<file path="src/hw/bmx_pkg.sv">
package bmx_pkg;
  // Clock rate and stuck-bus timeout lengths
  localparam int CLK_MHZ = 100;
  localparam int TO_LONG_US = 30000;
  localparam int TO_MID_US = 15000;
  localparam int TO_SHORT_US = 7500;
  localparam int TO_LONG_CYC = TO_LONG_US * CLK_MHZ;
  localparam int TO_MID_CYC = TO_MID_US * CLK_MHZ;
  localparam int TO_SHORT_CYC = TO_SHORT_US * CLK_MHZ;

  // Register indices
  localparam logic [1:0] REG_STATUS = 2'h0;
  localparam logic [1:0] REG_CTRL = 2'h1;
  localparam logic [1:0] REG_CFG = 2'h2;
  localparam logic [1:0] REG_SWITCH = 2'h3;

  // Reset images and write mask of the writable registers, all-high fault pattern
  localparam logic [7:0] CTRL_RST = 8'h30;
  localparam logic [7:0] CTRL_WMASK = 8'hf0;
  localparam logic [7:0] CFG_RST = 8'h04;
  localparam logic [3:0] SW_RST = 4'h0;
  localparam logic [3:0] ALL_HIGH = 4'hf;

  // Field positions
  localparam int CT_ACC_UP = 7;
  localparam int CT_ACC_DN = 6;
  localparam int CT_GSTATE = 4;
  localparam int CFG_GMODE = 6;
  localparam int CFG_CONNREQ = 5;
  localparam int CFG_GPP = 3;
  localparam int CFG_TSEL = 0;

  // Stuck timeout select codes
  localparam logic [1:0] TSEL_OFF = 2'h0;
  localparam logic [1:0] TSEL_LONG = 2'h1;
  localparam logic [1:0] TSEL_MID = 2'h2;

  // Bus addressing
  localparam logic [6:0] ARA_ADDR = 7'h0c;
  localparam logic [1:0] ADR_HIGH = 2'h1;
  localparam logic [1:0] ADR_FLOAT = 2'h2;
  localparam logic [2:0] LAST_BIT = 3'h7;
  localparam int SYNC_W = 19;

  typedef enum logic [2:0] {
    BMX_IDLE = 3'h0,
    BMX_ADDR = 3'h1,
    BMX_ACK = 3'h2,
    BMX_WR = 3'h3,
    BMX_RD = 3'h4,
    BMX_RACK = 3'h5,
    BMX_RNXT = 3'h6
  } bmx_state_t;
endpackage

</file>
<file path="src/hw/bmx_status_ctrl.sv">
`timescale 1ns/1ps
module bmx_status_ctrl #(
  parameter int T_LONG_CYC = bmx_pkg::TO_LONG_CYC,
  parameter int T_MID_CYC = bmx_pkg::TO_MID_CYC,
  parameter int T_SHORT_CYC = bmx_pkg::TO_SHORT_CYC,
  parameter int TCNT_W = 22,
  parameter logic [6:0] ADDR_BASE = 7'h40
) (
  input wire logic sys_clk,
  input wire logic sys_rst,
  input wire logic upstream_serial_clock,
  input wire logic upstream_serial_data,
  output logic upstream_serial_data_out,
  output logic upstream_serial_data_oe_n,
  input wire logic enable,
  input wire logic [3:0] channel_fault_inputs,
  input wire logic [3:0] downstream_bus_high,
  input wire logic [5:0] slave_address_selects,
  input wire logic [1:0] aux_pins_in,
  output logic [1:0] aux_pins_out,
  output logic [1:0] aux_pins_oe_n,
  output logic fault_out,
  output logic fault_oe_n,
  output logic ready_out,
  output logic ready_oe_n,
  output logic accel_up_en,
  output logic accel_dn_en,
  output logic [3:0] switch_closed
);
  logic [bmx_pkg::SYNC_W-1:0] sync_m_q;
  logic [bmx_pkg::SYNC_W-1:0] sync_q;
  logic scl_p_q;
  logic sda_p_q;
  logic scl_s;
  logic sda_s;
  logic en_s;
  logic [3:0] fault_s;
  logic [3:0] bus_high_s;
  logic [1:0] aux_s;
  logic [5:0] adr_s;
  logic scl_rise;
  logic scl_fall;
  logic start_c;
  logic stop_c;
  logic [6:0] own_addr;
  logic [4:0] adr_idx;
  logic alert_c;
  logic stuck_c;
  logic [TCNT_W-1:0] lim_c;
  logic [7:0] rdata_c;
  logic [7:0] nb_c;
  logic [3:0] req_c;

  bmx_pkg::bmx_state_t st_q, st_d;
  logic [2:0] bit_q, bit_d;
  logic [7:0] sh_q, sh_d;
  logic [1:0] ptr_q, ptr_d;
  logic idx_q, idx_d;
  logic rw_q, rw_d;
  logic ara_q, ara_d;
  logic oe_q, oe_d;
  logic [7:0] ctrl_q, ctrl_d;
  logic [7:0] cfg_q, cfg_d;
  logic [3:0] sw_q, sw_d;
  logic fail_q, fail_d;
  logic tlat_q, tlat_d;
  logic tlive_q, tlive_d;
  logic [TCNT_W-1:0] tcnt_q, tcnt_d;
  logic fault_oe_n_q, fault_oe_n_d;
  logic ready_oe_n_q, ready_oe_n_d;
  logic [1:0] aux_out_q, aux_out_d;
  logic [1:0] aux_oe_n_q, aux_oe_n_d;
  logic zero_q;

  // Two-stage synchroniser for every pin input
  always_ff @(posedge sys_clk or posedge sys_rst) begin
    if (sys_rst) begin
      sync_m_q <= '1;
      sync_q <= '1;
      scl_p_q <= 1'b1;
      sda_p_q <= 1'b1;
      zero_q <= 1'b0;
    end else begin
      sync_m_q <= {upstream_serial_clock, upstream_serial_data, enable,
                   channel_fault_inputs, downstream_bus_high, aux_pins_in,
                   slave_address_selects};
      sync_q <= sync_m_q;
      scl_p_q <= scl_s;
      sda_p_q <= sda_s;
      zero_q <= 1'b0;
    end
  end

  // Unpack synchronised inputs and find bus events
  assign {scl_s, sda_s, en_s, fault_s, bus_high_s, aux_s, adr_s} = sync_q;
  assign scl_rise = scl_s & ~scl_p_q;
  assign scl_fall = ~scl_s & scl_p_q;
  assign start_c = scl_s & scl_p_q & sda_p_q & ~sda_s;
  assign stop_c = scl_s & scl_p_q & ~sda_p_q & sda_s;

  // Ternary value of one address select
  function automatic logic [4:0] tern(input logic [1:0] code);
    if (code == bmx_pkg::ADR_HIGH) begin
      tern = 5'h01;
    end else if (code == bmx_pkg::ADR_FLOAT) begin
      tern = 5'h02;
    end else begin
      tern = 5'h00;
    end
  endfunction

  // Own slave address from the three selects
  assign adr_idx = 5'(tern(adr_s[5:4]) * 5'h09 + tern(adr_s[3:2]) * 5'h03
                      + tern(adr_s[1:0]));
  assign own_addr = 7'(ADDR_BASE + {2'h0, adr_idx});

  // Fault summary and stuck-bus detect
  assign alert_c = (fault_s != bmx_pkg::ALL_HIGH) | tlat_q | fail_q;
  assign stuck_c = ~scl_s | ~sda_s;
  assign nb_c = {sh_q[6:0], sda_s};

  // Timeout length for the selected mode
  always_comb begin
    unique case (cfg_q[bmx_pkg::CFG_TSEL +: 2])
      bmx_pkg::TSEL_LONG: lim_c = TCNT_W'(T_LONG_CYC - 1);
      bmx_pkg::TSEL_MID: lim_c = TCNT_W'(T_MID_CYC - 1);
      default: lim_c = TCNT_W'(T_SHORT_CYC - 1);
    endcase
  end

  // Read data for the current register
  always_comb begin
    if (ara_q) begin
      rdata_c = {own_addr, 1'b0};
    end else begin
      unique case (ptr_q)
        bmx_pkg::REG_STATUS:
          rdata_c = {|sw_q, fault_s, ~fail_q, tlat_q, tlive_q};
        bmx_pkg::REG_CTRL: rdata_c = {ctrl_q[7:4], 2'h0, aux_s};
        bmx_pkg::REG_CFG: rdata_c = cfg_q;
        default: rdata_c = {sw_q, bus_high_s};
      endcase
    end
  end

  // Next state of the bus slave, registers and timeout
  always_comb begin
    st_d = st_q;
    bit_d = bit_q;
    sh_d = sh_q;
    ptr_d = ptr_q;
    idx_d = idx_q;
    rw_d = rw_q;
    ara_d = ara_q;
    oe_d = oe_q;
    ctrl_d = ctrl_q;
    cfg_d = cfg_q;
    sw_d = sw_q;
    fail_d = fail_q;
    tlat_d = tlat_q;
    tlive_d = tlive_q;
    tcnt_d = tcnt_q;
    req_c = nb_c[7:4];
    if (start_c) begin
      st_d = bmx_pkg::BMX_ADDR;
      bit_d = 3'h0;
      oe_d = 1'b1;
    end else if (stop_c) begin
      st_d = bmx_pkg::BMX_IDLE;
      oe_d = 1'b1;
    end else begin
      unique case (st_q)
        bmx_pkg::BMX_IDLE: begin
          oe_d = 1'b1;
        end
        bmx_pkg::BMX_ADDR: begin
          if (scl_rise) begin
            sh_d = nb_c;
            bit_d = bit_q + 3'h1;
            if (bit_q == bmx_pkg::LAST_BIT) begin
              idx_d = 1'b1;
              if (nb_c[7:1] == own_addr) begin
                rw_d = nb_c[0];
                ara_d = 1'b0;
                st_d = bmx_pkg::BMX_ACK;
              end else if (nb_c[7:1] == bmx_pkg::ARA_ADDR && nb_c[0] && alert_c) begin
                rw_d = 1'b1;
                ara_d = 1'b1;
                st_d = bmx_pkg::BMX_ACK;
              end else begin
                st_d = bmx_pkg::BMX_IDLE;
              end
            end
          end
        end
        bmx_pkg::BMX_ACK: begin
          if (scl_fall) begin
            bit_d = 3'h0;
            if (oe_q) begin
              oe_d = 1'b0;
            end else if (rw_q) begin
              oe_d = rdata_c[7];
              sh_d = {rdata_c[6:0], 1'b0};
              ptr_d = ara_q ? ptr_q : ptr_q + 2'h1;
              st_d = bmx_pkg::BMX_RD;
            end else begin
              oe_d = 1'b1;
              st_d = bmx_pkg::BMX_WR;
            end
          end
        end
        bmx_pkg::BMX_WR: begin
          if (scl_rise) begin
            sh_d = nb_c;
            bit_d = bit_q + 3'h1;
            if (bit_q == bmx_pkg::LAST_BIT) begin
              st_d = bmx_pkg::BMX_ACK;
              if (idx_q) begin
                ptr_d = nb_c[1:0];
                idx_d = 1'b0;
              end else begin
                ptr_d = ptr_q + 2'h1;
                unique case (ptr_q)
                  bmx_pkg::REG_STATUS: begin
                    fail_d = 1'b0;
                    tlat_d = 1'b0;
                  end
                  bmx_pkg::REG_CTRL: ctrl_d = nb_c & bmx_pkg::CTRL_WMASK;
                  bmx_pkg::REG_CFG: cfg_d = nb_c;
                  default: begin
                    // Refuse closing onto a low channel unless forced
                    if (!cfg_q[bmx_pkg::CFG_CONNREQ]) begin
                      req_c = nb_c[7:4] & (sw_q | bus_high_s);
                      if (req_c != nb_c[7:4]) begin
                        fail_d = 1'b1;
                      end
                    end
                    sw_d = req_c;
                  end
                endcase
              end
            end
          end
        end
        bmx_pkg::BMX_RD: begin
          if (scl_fall) begin
            oe_d = sh_q[7];
            sh_d = {sh_q[6:0], 1'b0};
          end else if (scl_rise) begin
            bit_d = bit_q + 3'h1;
            if (bit_q == bmx_pkg::LAST_BIT) begin
              st_d = bmx_pkg::BMX_RACK;
            end
          end
        end
        bmx_pkg::BMX_RACK: begin
          if (scl_fall) begin
            oe_d = 1'b1;
          end else if (scl_rise) begin
            st_d = sda_s ? bmx_pkg::BMX_IDLE : bmx_pkg::BMX_RNXT;
          end
        end
        default: begin
          if (scl_fall) begin
            bit_d = 3'h0;
            oe_d = rdata_c[7];
            sh_d = {rdata_c[6:0], 1'b0};
            ptr_d = ara_q ? ptr_q : ptr_q + 2'h1;
            st_d = bmx_pkg::BMX_RD;
          end
        end
      endcase
    end
    // Stuck-low timeout; its set follows the clear so it wins
    if (!stuck_c) begin
      tcnt_d = '0;
      tlive_d = 1'b0;
    end else if (cfg_q[bmx_pkg::CFG_TSEL +: 2] != bmx_pkg::TSEL_OFF && (|sw_q || tlive_q)) begin
      if (tcnt_q >= lim_c) begin
        tlive_d = 1'b1;
        tlat_d = 1'b1;
        sw_d = bmx_pkg::SW_RST;
      end else begin
        tcnt_d = tcnt_q + 1'b1;
      end
    end
    // Disabled: bus ignored and registers held at default
    if (!en_s) begin
      st_d = bmx_pkg::BMX_IDLE;
      oe_d = 1'b1;
      ptr_d = bmx_pkg::REG_STATUS;
      ara_d = 1'b0;
      ctrl_d = bmx_pkg::CTRL_RST;
      cfg_d = bmx_pkg::CFG_RST;
      sw_d = bmx_pkg::SW_RST;
      fail_d = 1'b0;
      tlat_d = 1'b0;
      tlive_d = 1'b0;
      tcnt_d = '0;
    end
  end

  // Pin drivers for fault, ready and aux pins
  always_comb begin
    fault_oe_n_d = ~alert_c;
    ready_oe_n_d = |sw_d;
    for (int i = 0; i < 2; i++) begin
      if (ctrl_d[bmx_pkg::CT_GSTATE + i] == 1'b1 && cfg_d[bmx_pkg::CFG_GMODE + i]) begin
        aux_out_d[i] = 1'b1;
      end else begin
        aux_out_d[i] = cfg_d[bmx_pkg::CFG_GPP + i] & ctrl_d[bmx_pkg::CT_GSTATE + i];
      end
      if (cfg_d[bmx_pkg::CFG_GMODE + i]) begin
        aux_oe_n_d[i] = 1'b1;
      end else if (cfg_d[bmx_pkg::CFG_GPP + i]) begin
        aux_oe_n_d[i] = 1'b0;
      end else begin
        aux_oe_n_d[i] = ctrl_d[bmx_pkg::CT_GSTATE + i];
      end
    end
  end

  // State and register flip-flops
  always_ff @(posedge sys_clk or posedge sys_rst) begin
    if (sys_rst) begin
      st_q <= bmx_pkg::BMX_IDLE;
      bit_q <= 3'h0;
      sh_q <= 8'h00;
      ptr_q <= bmx_pkg::REG_STATUS;
      idx_q <= 1'b0;
      rw_q <= 1'b0;
      ara_q <= 1'b0;
      oe_q <= 1'b1;
      ctrl_q <= bmx_pkg::CTRL_RST;
      cfg_q <= bmx_pkg::CFG_RST;
      sw_q <= bmx_pkg::SW_RST;
      fail_q <= 1'b0;
      tlat_q <= 1'b0;
      tlive_q <= 1'b0;
      tcnt_q <= '0;
      fault_oe_n_q <= 1'b1;
      ready_oe_n_q <= 1'b0;
      aux_out_q <= 2'h0;
      aux_oe_n_q <= 2'h3;
    end else begin
      st_q <= st_d;
      bit_q <= bit_d;
      sh_q <= sh_d;
      ptr_q <= ptr_d;
      idx_q <= idx_d;
      rw_q <= rw_d;
      ara_q <= ara_d;
      oe_q <= oe_d;
      ctrl_q <= ctrl_d;
      cfg_q <= cfg_d;
      sw_q <= sw_d;
      fail_q <= fail_d;
      tlat_q <= tlat_d;
      tlive_q <= tlive_d;
      tcnt_q <= tcnt_d;
      fault_oe_n_q <= fault_oe_n_d;
      ready_oe_n_q <= ready_oe_n_d;
      aux_out_q <= aux_out_d;
      aux_oe_n_q <= aux_oe_n_d;
    end
  end

  // Outputs straight from flops
  assign upstream_serial_data_out = zero_q;
  assign upstream_serial_data_oe_n = oe_q;
  assign fault_out = zero_q;
  assign fault_oe_n = fault_oe_n_q;
  assign ready_out = zero_q;
  assign ready_oe_n = ready_oe_n_q;
  assign aux_pins_out = aux_out_q;
  assign aux_pins_oe_n = aux_oe_n_q;
  assign accel_up_en = ctrl_q[bmx_pkg::CT_ACC_UP];
  assign accel_dn_en = ctrl_q[bmx_pkg::CT_ACC_DN];
  assign switch_closed = sw_q;
endmodule

</file>
<file path="config.mk">
export PLATFORM = sky130hd
export DESIGN_NAME = bmx_status_ctrl
export DESIGN_NICKNAME = d
export VERILOG_FILES = /design/src/hw/bmx_pkg.sv /design/src/hw/bmx_status_ctrl.sv
export SDC_FILE = /design/constraint.sdc
export NUM_CORES = 1
export LEC_CHECK = 0
export ABC_AREA = 1
export BUFFER_PORTS_ARGS = -buffer_cell sky130_fd_sc_hd__buf_2
export CORE_ASPECT_RATIO = 2
export CORE_MARGIN = 2
export CORE_UTILIZATION = 66
export CTS_CLUSTER_SIZE = 28
export DETAILED_ROUTE_END_ITERATION = 6
export MAX_ROUTING_LAYER = met4
export PLACE_DENSITY = 0.86
export SETUP_SLACK_MARGIN = 0.15
export SLEW_MARGIN = 40
export SYNTH_ARGS = -nofsm -noshare
export SYNTH_HDL_FRONTEND = slang
export SYNTH_SLANG_ARGS = --single-unit
</file>
<file path="constraint.sdc">
create_clock -name sys_clk -period 5.1 [get_ports sys_clk]
set_input_delay 0.765 -clock sys_clk [delete_from_list [all_inputs] [get_ports sys_clk]]
set_output_delay 0.765 -clock sys_clk [all_outputs]
set_load 0.01 [all_outputs]
</file>
==> reports/qor.csv <==
stage;metric;value;unit
status;status;finished clean;
routing;wl;17.2;mm
clocking;clock-root-buffer;clkbuf_16;
setup_path;end_kind;flop;
floorplan;ios;37;
global_routing;grt_max_degree;59;
floorplan;fp-row-count;49;
finish;area_delta_synth_final;8.62;%
setup_path;rr_endpoint;st_q[1]$_DFFE_PP0P_;
sta;holdWs;0.356;ns
routing;wire_per_inst;19.5;um
placement;place_area;6300;sq um
clocking;htree_levels;3;
sta;tns;0;ns
setup_path;start_kind;flop;
setup_path;path_max_fanout;3;
clocking;cts_hold_buf;0;
routing;dr.pass1.iters;5;
sta;finalHoldViolCount;0;
yosys;ys_seq_elements;107;
sta;timing.final.ws_setup;1.73;ns
clocking;cts.sinks;107;
yosys;synthAdderAreaFrac;7.77;%
yosys;synthCells;741;
setup_path;reg2reg_from;sync_q[4]$_DFF_PP1_;
sta;slew_headroom;52.8;%
clocking;clkTransAtPathRegs;0.07;ns
sta;setup_viol;0;
finish;diodes;0;
finish;nNetsFinal;830;
routing;drc;0;
yosys;synth_flop_cell;dfrtp_1;
yosys;synthSimpleGateAreaFrac;25.5;%
sta;report.final.slew_viol_count;0;
global_routing;grtUsageTotal;37.4;%
yosys;synth_edf_count;0;
sta;rsz0062_at_grt;false;
yosys;syn-mean-instance-area;8.21;sq um
setup_path;rr_worst_depth;20;
yosys;synth_compound_area_share;11.1;%
global_routing;grt_first_pass_wirelength;27.1;mm
yosys;yosys.area_share.xor_xnor;2.45;%
global_routing;grt_pass1_vias;5409;
placement;place_hpwl;13.2;mm
routing;vias;5269;
min_path;min_path_type;flop to flop;
yosys;async_flop_share;100;%
floorplan;dieArea;10000;sq um
setup_path;criticalPathCategory;flop to flop;
min_path;hp-start;sync_m_q[0]$_DFF_PP1_;
yosys;yosysWarnings;0;
yosys;synthMuxAreaShare;0;%
floorplan;start_util;68.0;%
clocking;clock_path_buffers;2;
min_path;holdPathStages;0;
clocking;cts_buffers;9;
flow_run;drv_cap;0;
pwr;vdd_ir_drop_max;0.181;mV
pwr;p_leak;3.13;nW
placement;port_buffers;33;
yosys;seq_area_frac_synth;45.0;%
setup_path;r2r_setup_slack;1.73;ns
floorplan;die_x;71.9;um
floorplan;die_h;140;um
finish;mostFrequentLayoutCells;nand2_1 (169), inv_1 (93), nor2_1 (74), dfrtp_1 (60), o21ai_0 (50);
finish;final_common_cell;nand2_1;
routing;detail-route-antenna-nets;0;
clocking;ctsResizeCount;0;
routing;drt_iter0_markers;433;
finish;final_area;6610;sq um
yosys;syn_area;6080;sq um
clocking;post_cts_buffers;0;
routing;vias_per_cell;5.99;
placement;gp_congestion;1.02;
sta;tightest_slew;0.707;ns
pwr;p_per_area;270;nW/um^2
sta;fin_crit;3.37;ns
placement;dp_slack;1.73;ns
sta;period_share;66.1;%
min_path;min_to;sync_q[0]$_DFF_PP1_;
finish;drive_above_1_share;17.9;%
global_routing;grt-ovfl-total;0;
global_routing;antenna_found_initial;0;
setup_path;arrival;3.65;ns
clocking;clkLatencyLatePin;0.36;ns
setup_path;critPathRequiredTime;5.38;ns
clocking;cts_tree;done;
sta;fin_skew;0.00987;ns
yosys;netlist-cell-type-count;47;
floorplan;core;8950;sq um
sta;max_freq;0.297;GHz
yosys;synth_top_family_by_area;simple AND/OR/NAND/NOR gates;
[worst max-delay path, cell delays in order, from the launching register on]
cell	delay (ns)
dfstp_2	0.52
inv_1	0.04
nand2_1	0.11
inv_1	0.06
ha_1	0.29
ha_1	0.28
inv_1	0.05
fa_1	0.41
inv_1	0.06
ha_1	0.13
inv_1	0.04
fa_1	0.52
xor2_1	0.15
nand3_1	0.08
nor2_1	0.12
nand2_1	0.10
nand2_1	0.09
nand2_1	0.06
nand2_1	0.05
nand2_1	0.05
o21ai_0	0.08
[final cells by class]
cell class | instances | area [sq um]
clock buffer | 9 | 225
clock inverter | 7 | 82.6
fill | 673 | 2340
inverter | 107 | 404
multi-input combinational | 514 | 2860
sequential | 107 | 2740
tap | 102 | 128
timing repair buffer | 34 | 173
[registers in the layout (all words and copies together) (netlist names), 2 cells and up]
signal	flops
aux_pins_oe_n	2
aux_pins_out	2
bit_q	3
cfg_q	8
ctrl_q	4
ptr_q	2
sh_q	8
st_q	3
switch_closed	4
sync_m_q	19
sync_q	19
tcnt_q	22
[per-stage QoR]
step | util [%] | instances | power, W
floorplan | - | 743 | 0.00102
global placement | 70.4 | 864 | 0.00107
detailed placement | 70.4 | 864 | 0.00107
CTS | 73.8 | 880 | 0.00178
global route | 73.8 | 880 | 0.00185
finish | 73.8 | 880 | 0.00178
[kinds of logic (layout without fill, tap and decap cells)]
logic type               after synthesis  in the layout
AO/OA/AOI/OAI                        119            119
XOR/XNOR                              17             17
adder cells (fa/ha/maj)               36             36
buffers and inverters                122            157
flip-flops                           107            107
other                                  1              3
AND/OR/NAND/NOR                      339            339
[routing by layer]
layer	track usage (%)	up-vias	part of all wire, %
met5	-	-	0
met4	27.9	0	9.0
met3	5.87	106	3.4
met2	67.1	193	56
met1	33.7	2510	31
li1	-	2460	-
[cells in the mapped netlist (8+ instances only)]
cell type  number  area [sq um]
a21oi_1        31           155
nand2_1       169           634
o21ai_1         9          45.0
xor2_1         11          96.3
ha_1           33           413
o21ai_0        50           250
nor2_1         74           278
nand4_1        23           144
nor3_1         15          75.1
dfrtp_1        60          1500
o22ai_1         8          50.1
dfstp_2        47          1230
nand3_1        33           165
inv_2          12          45.0
inv_1          94           353
[report_power, final]
part	internal [W]	leakage, nW	switching (W)
registers	0.000890	1.33	0.0000330
logic	0.0000419	1.66	0.0000977
clock network	0.000389	0.150	0.000333
[how the worst max path moves through the flow]
stage	endpoint	start
6_report	st_q[1]$_DFFE_PP0P_	sync_q[4]$_DFF_PP1_
5_1_grt	st_q[1]$_DFFE_PP0P_	sync_q[4]$_DFF_PP1_
4_1_cts	st_q[1]$_DFFE_PP0P_	sync_q[4]$_DFF_PP1_
3_5_place_dp	st_q[1]$_DFFE_PP0P_	sync_q[4]$_DFF_PP1_
3_3_place_gp	st_q[1]$_DFFE_PP0P_	sync_q[4]$_DFF_PP1_
2_1_floorplan	ara_q$_DFFE_PP0P_	sys_rst
No activity file was read; power rests on OpenSTA's default activity.
